`config.mk`:
```
export PLATFORM = sky130hd
export DESIGN_NAME = swb_bridge
export DESIGN_NICKNAME = d
export VERILOG_FILES = /design/src/include/swb_pkg.sv /design/src/design/swb_bridge.sv
export SDC_FILE = /design/constraint.sdc
export NUM_CORES = 1
export LEC_CHECK = 0
export BUFFER_PORTS_ARGS = -buffer_cell sky130_fd_sc_hd__clkbuf_2
export CAP_MARGIN = 10
export CORE_UTILIZATION = 66
export CTS_CLUSTER_SIZE = 16
export DETAILED_ROUTE_END_ITERATION = 12
export PLACE_DENSITY = 0.89
export SETUP_SLACK_MARGIN = 0.2
export SLEW_MARGIN = 20
export SYNTH_ARGS = -nofsm -noshare
export SYNTH_HDL_FRONTEND = slang
export SYNTH_SLANG_ARGS = --single-unit
```
`constraint.sdc`:
```
create_clock -name clk -period 6.1 [get_ports clk]
set_input_delay 0.915 -clock clk [delete_from_list [all_inputs] [get_ports clk]]
set_output_delay 0.915 -clock clk [all_outputs]
set_load 0.02 [all_outputs]
```
`src/include/swb_pkg.sv`:
```
// Constants and types for the single-wire bit, pulse and search block
`default_nettype none
package swb_pkg;
	localparam int CLK_MHZ = 25;
	localparam int CNT_W = 24;
	// Slot timing in microseconds, regular and fast speed
	localparam int REG_SLOT_US = 65;
	localparam int REG_W0_US = 60;
	localparam int REG_W1_US = 8;
	localparam int REG_SMP_US = 15;
	localparam int OD_SLOT_US = 10;
	localparam int OD_W0_US = 8;
	localparam int OD_W1_US = 1;
	localparam int OD_SMP_US = 2;
	localparam logic [CNT_W-1:0] REG_SLOT_CYC = CNT_W'(REG_SLOT_US * CLK_MHZ);
	localparam logic [CNT_W-1:0] REG_W0_CYC = CNT_W'(REG_W0_US * CLK_MHZ);
	localparam logic [CNT_W-1:0] REG_W1_CYC = CNT_W'(REG_W1_US * CLK_MHZ);
	localparam logic [CNT_W-1:0] REG_SMP_CYC = CNT_W'(REG_SMP_US * CLK_MHZ);
	localparam logic [CNT_W-1:0] OD_SLOT_CYC = CNT_W'(OD_SLOT_US * CLK_MHZ);
	localparam logic [CNT_W-1:0] OD_W0_CYC = CNT_W'(OD_W0_US * CLK_MHZ);
	localparam logic [CNT_W-1:0] OD_W1_CYC = CNT_W'(OD_W1_US * CLK_MHZ);
	localparam logic [CNT_W-1:0] OD_SMP_CYC = CNT_W'(OD_SMP_US * CLK_MHZ);
	// Reserved codes and fixed answers
	localparam logic [7:0] CODE_DATA_MODE = 8'he1;
	localparam logic [7:0] CODE_CMD_MODE = 8'he3;
	localparam logic [7:0] CODE_PULSE_END = 8'hf1;
	localparam logic [7:0] RSP_BIT_ONE = 8'hef;
	localparam logic [7:0] RSP_BIT_ZERO = 8'hec;
	localparam logic [7:0] RSP_ARM_ONE = 8'hf6;
	localparam logic [7:0] RSP_ARM_ZERO = 8'h76;
	// Command fields
	localparam logic [2:0] OPC_SINGLE = 3'h4;
	localparam logic [2:0] OPC_SEARCH = 3'h5;
	localparam logic [2:0] OPC_PULSE = 3'h7;
	localparam logic [1:0] SPD_FAST = 2'h2;
	localparam logic [1:0] SPD_PULSE = 2'h3;
	localparam int B_MARK = 0;
	localparam int B_PULL = 1;
	localparam int B_SPD = 2;
	localparam int B_TYPE = 4;
	localparam int B_OPC = 5;
	localparam int B_MSB = 7;
	localparam int FIFO_DEPTH = 8;
	localparam int SRCH_SLOTS = 12;
	typedef enum logic [1:0] {SWB_IDLE, SWB_SLOT, SWB_PULSE} swb_state_t;
	typedef enum logic [1:0] {SWB_CMD, SWB_DATA, SWB_CHECK} swb_mode_t;
	typedef enum logic [1:0] {SWB_JOB_BIT, SWB_JOB_BYTE, SWB_JOB_SRCH} swb_job_t;
endpackage
`default_nettype wire

```
`src/design/swb_bridge.sv`:
```
// Response FIFO and bit, pulse and search engine of the single-wire bridge
`default_nettype none
////////////////////////////////////////////////////////////////////////////
module swb_fifo #(
	parameter int W = 8,
	parameter int D = swb_pkg::FIFO_DEPTH
) (
	input wire logic clk,
	input wire logic rst_n,
	input wire logic inValid,
	output logic inReady,
	input wire logic [W-1:0] inData,
	output logic outValid,
	input wire logic outReady,
	output logic [W-1:0] outData,
	output logic nearFull
);
	localparam int CW = $clog2(D) + 1;
	typedef struct packed {
		logic [D-1:0][W-1:0] mem;
		logic [CW-1:0] cnt;
		logic vld;
	} swb_fifo_regs_t;
	swb_fifo_regs_t q, d;
	logic [CW-1:0] n;
	assign inReady = q.cnt < CW'(D);
	// Slack of three words lets the engine finish a two-answer job
	assign nearFull = q.cnt > CW'(D - 3);
	assign outValid = q.vld;
	assign outData = q.mem[0];
	always_comb
	begin
		d = q;
		n = q.cnt;
		if (outReady && q.vld)
		begin
			for (int i = 0; i < D - 1; i++)
				d.mem[i] = q.mem[i + 1];
			n = n - 1'b1;
		end
		if (inValid && inReady)
		begin
			d.mem[n] = inData;
			n = n + 1'b1;
		end
		d.cnt = n;
		d.vld = n != '0;
	end
	always_ff @(posedge clk)
		if (!rst_n)
			q <= '0;
		else
			q <= d;
endmodule
////////////////////////////////////////////////////////////////////////////
module swb_bridge (
	input wire logic clk,
	input wire logic rst_n,
	input wire logic rxValid,
	input wire logic [7:0] rxData,
	output logic rxReady,
	output logic txValid,
	input wire logic txReady,
	output logic [7:0] txData,
	input wire logic wireIn,
	output logic wireOut,
	output logic wireOe,
	output logic spuOn,
	output logic progOn,
	input wire logic vppPresent,
	input wire logic loadDrop,
	input wire logic [swb_pkg::CNT_W-1:0] pulseLen,
	output logic accelOn,
	output logic pullArmed,
	output logic [1:0] speedSel,
	output logic dataMode
);
	typedef struct packed {
		swb_pkg::swb_state_t st;
		swb_pkg::swb_mode_t mode;
		swb_pkg::swb_job_t job;
		logic [1:0] speed;
		logic accel, armed, srchErr;
		logic [swb_pkg::CNT_W-1:0] cnt;
		logic [2:0] bitIdx;
		logic [1:0] sub;
		logic [7:0] cmd, rd, pend, pushData;
		logic slotBit, smp, b0, progKind;
		logic [2:0] s1, s2;
		logic wireOut, wireOe, spu, prog, rxReady, push, dmode;
	} swb_regs_t;
	swb_regs_t q, d;
	logic rxFire, nearFull, fifoReady, execCmd, sendData, slotDone, pEnd;
	logic s, b2, dflag;
	logic [7:0] nrd;

	function automatic logic [swb_pkg::CNT_W-1:0] lowCyc(logic [1:0] spd,
		logic bv);
		if (spd == swb_pkg::SPD_FAST)
			return bv ? swb_pkg::OD_W1_CYC : swb_pkg::OD_W0_CYC;
		return bv ? swb_pkg::REG_W1_CYC : swb_pkg::REG_W0_CYC;
	endfunction
	function automatic logic [swb_pkg::CNT_W-1:0] smpCyc(logic [1:0] spd);
		return spd == swb_pkg::SPD_FAST ? swb_pkg::OD_SMP_CYC
			: swb_pkg::REG_SMP_CYC;
	endfunction
	function automatic logic [swb_pkg::CNT_W-1:0] endCyc(logic [1:0] spd);
		return spd == swb_pkg::SPD_FAST ? swb_pkg::OD_SLOT_CYC
			: swb_pkg::REG_SLOT_CYC;
	endfunction

	assign rxFire = rxValid && q.rxReady;
	assign slotDone = q.st == swb_pkg::SWB_SLOT
		&& q.cnt == endCyc(q.speed) - 1'b1;
	assign s = q.smp;
	////////////////////////////////////////////////////////////////////////
	always_comb
	begin
		d = q;
		d.push = 1'b0;
		d.s1 = {wireIn, vppPresent, loadDrop};
		d.s2 = q.s1;
		execCmd = 1'b0;
		sendData = 1'b0;
		pEnd = 1'b0;
		nrd = {s, q.rd[7:1]};
		// Search decision: conflict takes host path, silence forces one
		dflag = q.b0 == s;
		b2 = q.srchErr || (q.b0 && s) ? 1'b1
			: (dflag ? q.cmd[{q.bitIdx[1:0], 1'b1}] : q.b0);
		case (q.st)
		swb_pkg::SWB_IDLE:
			if (rxFire)
				case (q.mode)
				swb_pkg::SWB_CMD:
					if (rxData == swb_pkg::CODE_DATA_MODE)
						d.mode = swb_pkg::SWB_DATA;
					else
						execCmd = 1'b1;
				swb_pkg::SWB_DATA:
					if (rxData == swb_pkg::CODE_CMD_MODE)
						d.mode = swb_pkg::SWB_CHECK;
					else
						sendData = 1'b1;
				swb_pkg::SWB_CHECK:
					if (rxData == swb_pkg::CODE_CMD_MODE)
					begin
						d.mode = swb_pkg::SWB_DATA;
						sendData = 1'b1;
					end
					else
					begin
						d.mode = swb_pkg::SWB_CMD;
						execCmd = 1'b1;
					end
				default:
					d.mode = swb_pkg::SWB_CMD;
				endcase
		swb_pkg::SWB_SLOT:
		begin
			d.cnt = q.cnt + 1'b1;
			if (q.cnt == lowCyc(q.speed, q.slotBit) - 1'b1)
				d.wireOe = 1'b0;
			if (q.cnt == smpCyc(q.speed))
				d.smp = q.s2[2];
			if (slotDone)
			begin
				d.cnt = '0;
				d.st = swb_pkg::SWB_SLOT;
				d.wireOe = 1'b1;
				case (q.job)
				swb_pkg::SWB_JOB_BIT:
				begin
					d.push = 1'b1;
					d.pushData = {swb_pkg::OPC_SINGLE,
						q.cmd[swb_pkg::B_TYPE:swb_pkg::B_SPD], s, s};
					d.st = swb_pkg::SWB_IDLE;
					d.wireOe = 1'b0;
					if (q.cmd[swb_pkg::B_PULL])
					begin
						d.st = swb_pkg::SWB_PULSE;
						d.spu = 1'b1;
						d.progKind = 1'b0;
						d.pend = s ? swb_pkg::RSP_BIT_ONE
							: swb_pkg::RSP_BIT_ZERO;
					end
				end
				swb_pkg::SWB_JOB_BYTE:
				begin
					d.rd = nrd;
					d.bitIdx = q.bitIdx + 1'b1;
					d.slotBit = q.cmd[d.bitIdx];
					if (q.bitIdx == 3'h7)
					begin
						d.push = 1'b1;
						d.pushData = nrd;
						d.st = swb_pkg::SWB_IDLE;
						d.wireOe = 1'b0;
						if (q.armed)
						begin
							d.st = swb_pkg::SWB_PULSE;
							d.spu = 1'b1;
							d.progKind = 1'b0;
							d.pend = q.cmd[swb_pkg::B_MSB]
								? swb_pkg::RSP_ARM_ONE
								: swb_pkg::RSP_ARM_ZERO;
						end
					end
				end
				default:
				begin
					// Two read slots, then the chosen write slot
					d.sub = q.sub + 1'b1;
					d.slotBit = 1'b1;
					if (q.sub == 2'h0)
						d.b0 = s;
					else if (q.sub == 2'h1)
					begin
						d.slotBit = b2;
						d.rd[{q.bitIdx[1:0], 1'b1}] = b2;
						d.rd[{q.bitIdx[1:0], 1'b0}] = dflag;
						if (q.b0 && s)
							d.srchErr = 1'b1;
					end
					else
					begin
						d.sub = 2'h0;
						d.bitIdx = q.bitIdx + 1'b1;
						if (q.bitIdx == 3'h3)
						begin
							d.push = 1'b1;
							d.pushData = q.rd;
							d.st = swb_pkg::SWB_IDLE;
							d.wireOe = 1'b0;
						end
					end
				end
				endcase
			end
		end
		swb_pkg::SWB_PULSE:
		begin
			d.cnt = q.cnt + 1'b1;
			d.prog = q.progKind && q.s2[1];
			// Zero length means unlimited; host keeps it off while armed
			pEnd = (pulseLen != '0 && q.cnt == pulseLen - 1'b1)
				|| (!q.progKind && q.s2[0])
				|| (rxFire && q.mode == swb_pkg::SWB_CMD
				&& rxData == swb_pkg::CODE_PULSE_END);
			if (pEnd)
			begin
				d.spu = 1'b0;
				d.prog = 1'b0;
				d.push = 1'b1;
				d.pushData = q.pend;
				d.st = swb_pkg::SWB_IDLE;
			end
		end
		default:
			d.st = swb_pkg::SWB_IDLE;
		endcase
		if (execCmd && rxData[swb_pkg::B_MARK])
			case (rxData[7:swb_pkg::B_OPC])
			swb_pkg::OPC_SINGLE:
			begin
				d.speed = rxData[3:swb_pkg::B_SPD];
				d.cmd = rxData;
				d.job = swb_pkg::SWB_JOB_BIT;
				d.slotBit = rxData[swb_pkg::B_TYPE];
				d.st = swb_pkg::SWB_SLOT;
				d.cnt = '0;
				d.wireOe = 1'b1;
			end
			swb_pkg::OPC_SEARCH:
				if (!rxData[swb_pkg::B_PULL])
				begin
					// Latched until changed or reset; no answer queued
					d.accel = rxData[swb_pkg::B_TYPE];
					d.speed = rxData[3:swb_pkg::B_SPD];
					if (!rxData[swb_pkg::B_TYPE])
						d.srchErr = 1'b0;
				end
			swb_pkg::OPC_PULSE:
				if (rxData[3:swb_pkg::B_SPD] == swb_pkg::SPD_PULSE)
				begin
					// Arming with a programming pulse is the host's risk
					d.armed = rxData[swb_pkg::B_PULL];
					d.progKind = rxData[swb_pkg::B_TYPE];
					d.spu = !rxData[swb_pkg::B_TYPE];
					d.pend = {rxData[7:swb_pkg::B_SPD], 2'h0};
					d.st = swb_pkg::SWB_PULSE;
					d.cnt = '0;
				end
			default:
				d.st = q.st;
			endcase
		if (sendData)
		begin
			// Accelerator assumes pullup disarmed by the host
			d.cmd = rxData;
			d.bitIdx = '0;
			d.sub = '0;
			d.rd = '0;
			d.job = q.accel ? swb_pkg::SWB_JOB_SRCH
				: swb_pkg::SWB_JOB_BYTE;
			d.slotBit = q.accel ? 1'b1 : rxData[0];
			d.st = swb_pkg::SWB_SLOT;
			d.cnt = '0;
			d.wireOe = 1'b1;
		end
		// One job at a time and three words of slack keep the queue safe
		d.rxReady = !nearFull && (d.st == swb_pkg::SWB_IDLE
			|| (d.st == swb_pkg::SWB_PULSE && d.mode == swb_pkg::SWB_CMD));
		// Registered copy keeps the mode output glitch free
		d.dmode = d.mode != swb_pkg::SWB_CMD;
	end
	always_ff @(posedge clk)
		if (!rst_n)
			q <= '0;
		else
			q <= d;

	swb_fifo #(.W(8), .D(swb_pkg::FIFO_DEPTH)) swb_fifo_i (
		.clk(clk),
		.rst_n(rst_n),
		.inValid(q.push),
		.inReady(fifoReady),
		.inData(q.pushData),
		.outValid(txValid),
		.outReady(txReady),
		.outData(txData),
		.nearFull(nearFull)
	);
	assign rxReady = q.rxReady;
	assign wireOut = q.wireOut;
	assign wireOe = q.wireOe;
	assign spuOn = q.spu;
	assign progOn = q.prog;
	assign accelOn = q.accel;
	assign pullArmed = q.armed;
	assign speedSel = q.speed;
	assign dataMode = q.dmode;
	////////////////////////////////////////////////////////////////////////
	logic [3:0] slotCnt;
	always_ff @(posedge clk)
		if (!rst_n || sendData)
			slotCnt <= '0;
		else if (slotDone)
			slotCnt <= slotCnt + 1'b1;
endmodule
`default_nettype wire

```
==> impl_results.md <==
- Status: complete, no violations
- Num rows: 41
- DRC violations left: 0
- RSZ-0062 raised after global routing: false
- Vias in the first global route: between 7000 and 8000
- Drt pass-1 iters: 6
- Syn_nets: between 1000 and 1500
- Vias/cell: 6.220
- First-pass GRT wire length: between 30 and 40 mm
- Clk slew on worst S/H paths: roughly 60 ps
- Distinct cells, synth: 68
- Register area: roughly 0.0031 mm2
- Synth Cell Area: 0.008707 mm2
- I/O pin count: 58
- Cts bufs inserted: 17
- Worst Tran Pin Value: 768.5 ps
- Final #Nets: between 1000 and 1500
- Setup Crit Path Kind: in -> reg
- CTS resizes: 0
- Filler cell count: around 970
- Clock Skews: about 9.3 ps
- Slew Viols, Final: 0
- Routed wire length: ~21 mm
- Post-CTS Setup Bufs: 0
- Tcrit/Tclk final: roughly 57%
- GP Congestion: between 0.9 and 1
- Syn Inst Count: 1129
- Routed WL per cell: approximately 16 um
- Post-synth EDFFs: 0
- Dpl hpwl: 14.05 mm
- Setup crit end kind: flip-flop
- Max-cap violation count: 0
- Largest net degree at the start of global routing: just over 70
- Final hold violations: 0
- Crit path arrival time: 3850 ps
- CP Launch Type: input port
- Setup-failing EPs final: 0
- Rel. slew slack: between 40% and 50%
- FFs w/ async S/R, synth: 0%
- Worst vdd ir: ~0.25 mV
- P_leak: around 3.5 nW
- Initial antenna violation count: 0
- Worst skew pair latency: 430 ps
- Starting Density: approximately 68%
- Yosys warnings: 0
- Achievable Freq: 285.5 MHz
- GRT Total Usage: slightly above 30%
- Total grt overflow: 0
- Setup WS post-layout: around 2600 ps
- DRT antenna net count: 0
- CTS root buf: clkbuf_16
- TNS Setup: 0 ps
- Placement Setup Slack: about 2200 ps
- N_diodes: 0
- Setup slack, reg-to-reg: 2820 ps
- CTS Buffer Depth: 2
- Synth-to-layout area growth: 8.076%
- Core area: between 0.01 and 0.015 mm2
- Num Clock Sinks: about 160
- Worst path required time: roughly 6400 ps
- CTS Hold Bufs: 0
- Die height: 116.9 um
- Die area: about 0.014 mm2
- H-Tree Depth: 4
- Ys flop type: dfxtp_1
- Vias: 8092
- Yosys reg bits: about 160
- Pwr dens: around 250 mW/mm2
- Port bufs: 56
- Post-layout minimum cycle time: roughly 3500 ps
- Avg Cell Area, Syn: between 7 and 8 um2
- Crit Path Max Fanout: 8
- Worst hold path class: reg -> reg
- Seq/Total Area, Yosys: a little over a third
- Share of cells above drive strength 1: between 10% and 20%
- Multi-input logic area: 0.005067 mm2
- Initial DRC Count: 1000
- DIE WIDTH: approximately 120 um
- CTS tree: yes
==> registers in the layout, summed over array words and instances (netlist names) <==
name and cells:
swb_fifo_i.q 60, swb_fifo_i.outValid 1, wireOe 1, rxReady 1, d 3, speedSel 2
spuOn 1, swb_fifo_i.outData 8, q 68, s 1, accelOn 1, dataMode 1
nrd 7, pullArmed 1, progOn 1
==> layout make-up <==
class                      instances  area share (%)
sequential                       157           33.41
inverter                          27           1.077
timing repair buffer              61           3.377
tap                              172           2.287
clock inverter                    10          0.9573
multi-input combinational        852           53.85
clock buffer                      22           5.039
==> per-layer routing <==
layer / vias up / routed length [um] / GRT usage [%] / part of all wire, %
met5: - / 0 / 0 / 0
met3: 22 / 1162 / 5.149 / 5.6
met2: 283 / 10210 / 54.28 / 49
met1: 3815 / 9047 / 40.05 / 44
li1: 3972 / - / - / -
met4: 0 / 214 / 8.439 / 1.0
==> through the flow <==
stage / hold slack [ps] / instances / cell area [um2] / utilization (%) / total power, mW
3_3_place_gp: 418.0 / 1269 / 8846 / 69.53 / 1.365
6_report: 431.2 / 1301 / 9410 / 73.97 / 2.364
2_1_floorplan: 411.9 / 1129 / 8707 / - / 1.290
4_1_cts: 432.8 / 1301 / 9410 / 73.97 / 2.367
3_5_place_dp: 419.6 / 1269 / 8846 / 69.53 / 1.370
5_1_grt: 453.3 / 1301 / 9410 / 73.97 / 2.442
==> path summary, 6_finish.rpt <==
| check | startpoint | cells after the start | end |
|---|---|---|---|
| setup reg to reg | q[88]$_SDFF_PN0_ | 9 | q[57]$_SDFF_PP0_ |
| hold reg to reg | d[9]$_SDFF_PN0_ | 1 | q[9]$_SDFF_PN0_ |
| setup / recovery | pulseLen[0] | 11 | q[24]$_SDFFE_PN0P_ |
| hold / removal | d[9]$_SDFF_PN0_ | 1 | q[9]$_SDFF_PN0_ |
==> critical path: stages <==
cell and delay [ps]:
clkbuf_2 110, inv_1 60, ha_1 240, nor4b_2 450
nand4_1 370, or3_1 440, a32o_1 250, a21o_1 170
and4_4 220, o211ai_4 340, mux2i_1 260
==> logic make-up (layout without fill, tap and decap cells) <==
group | after synthesis | in the layout | synth area share, %
and+or+nand+nor | 531 | 531 | 28.70
AOI/OAI and AO/OA | 215 | 215 | 17.20
other | 1 | 1 | 0.04307
xor gates and xnor gates | 57 | 57 | 5.734
DFF | 157 | 157 | 36.10
buffers and inverters | 120 | 120 | 5.734
muxes | 29 | 29 | 3.765
adders and majority gates | 19 | 19 | 2.730
==> synth_stat cells (3+ instances only) <==
| cell type | number | share of area, % |
|---|---|---|
| nor4_1 | 18 | 1.3 |
| o211ai_1 | 9 | 0.78 |
| or2_2 | 5 | 0.36 |
| nand3b_1 | 3 | 0.26 |
| mux2i_1 | 26 | 3.0 |
| o21ai_0 | 32 | 1.8 |
| buf_4 | 12 | 1.0 |
| dfxtp_1 | 157 | 36 |
| a21oi_1 | 60 | 3.4 |
| a31oi_1 | 7 | 0.50 |
| nor2_1 | 165 | 7.1 |
| ha_1 | 19 | 2.7 |
| clkbuf_1 | 66 | 2.8 |
| nand2b_1 | 14 | 1.0 |
| xor2_1 | 24 | 2.4 |
| nor3_1 | 16 | 0.92 |
| nor3b_1 | 5 | 0.43 |
| nand2_1 | 143 | 6.2 |
| nand4b_1 | 3 | 0.30 |
| a21o_1 | 3 | 0.26 |
| nor2b_1 | 5 | 0.36 |
| a211oi_1 | 7 | 0.60 |
| or3_1 | 8 | 0.57 |
| or4b_2 | 3 | 0.34 |
| or4_1 | 5 | 0.43 |
| and3_1 | 5 | 0.36 |
| and2_1 | 11 | 0.79 |
| xnor2_1 | 33 | 3.3 |
| o21a_1 | 3 | 0.26 |
| a22oi_1 | 4 | 0.34 |
| nand3_1 | 96 | 5.5 |
| inv_1 | 27 | 1.2 |
| mux4_2 | 3 | 0.78 |
| a311oi_1 | 57 | 5.7 |
| o31ai_1 | 9 | 0.78 |
| buf_1 | 12 | 0.52 |
| nand4_1 | 12 | 0.86 |
==> where the power goes <==
group          internal, mW  switching [mW]
registers              1.04          0.0135
clock network         0.591           0.418
logic                0.0820           0.216
total                  1.72           0.648
==> cells in the final DEF, fill, tap and decap left out, drive strengths merged, types with 16 or more instances in the layout <==
master / count
nor3: 16
ha: 19
nor4: 20
a21oi: 60
nand2: 143
mux2i: 26
o21ai: 34
dfxtp: 157
a311oi: 57
inv: 27
clkbuf: 78
nand3: 96
xnor2: 33
nor2: 165
xor2: 24
No activity file was read; power rests on OpenSTA's default activity.
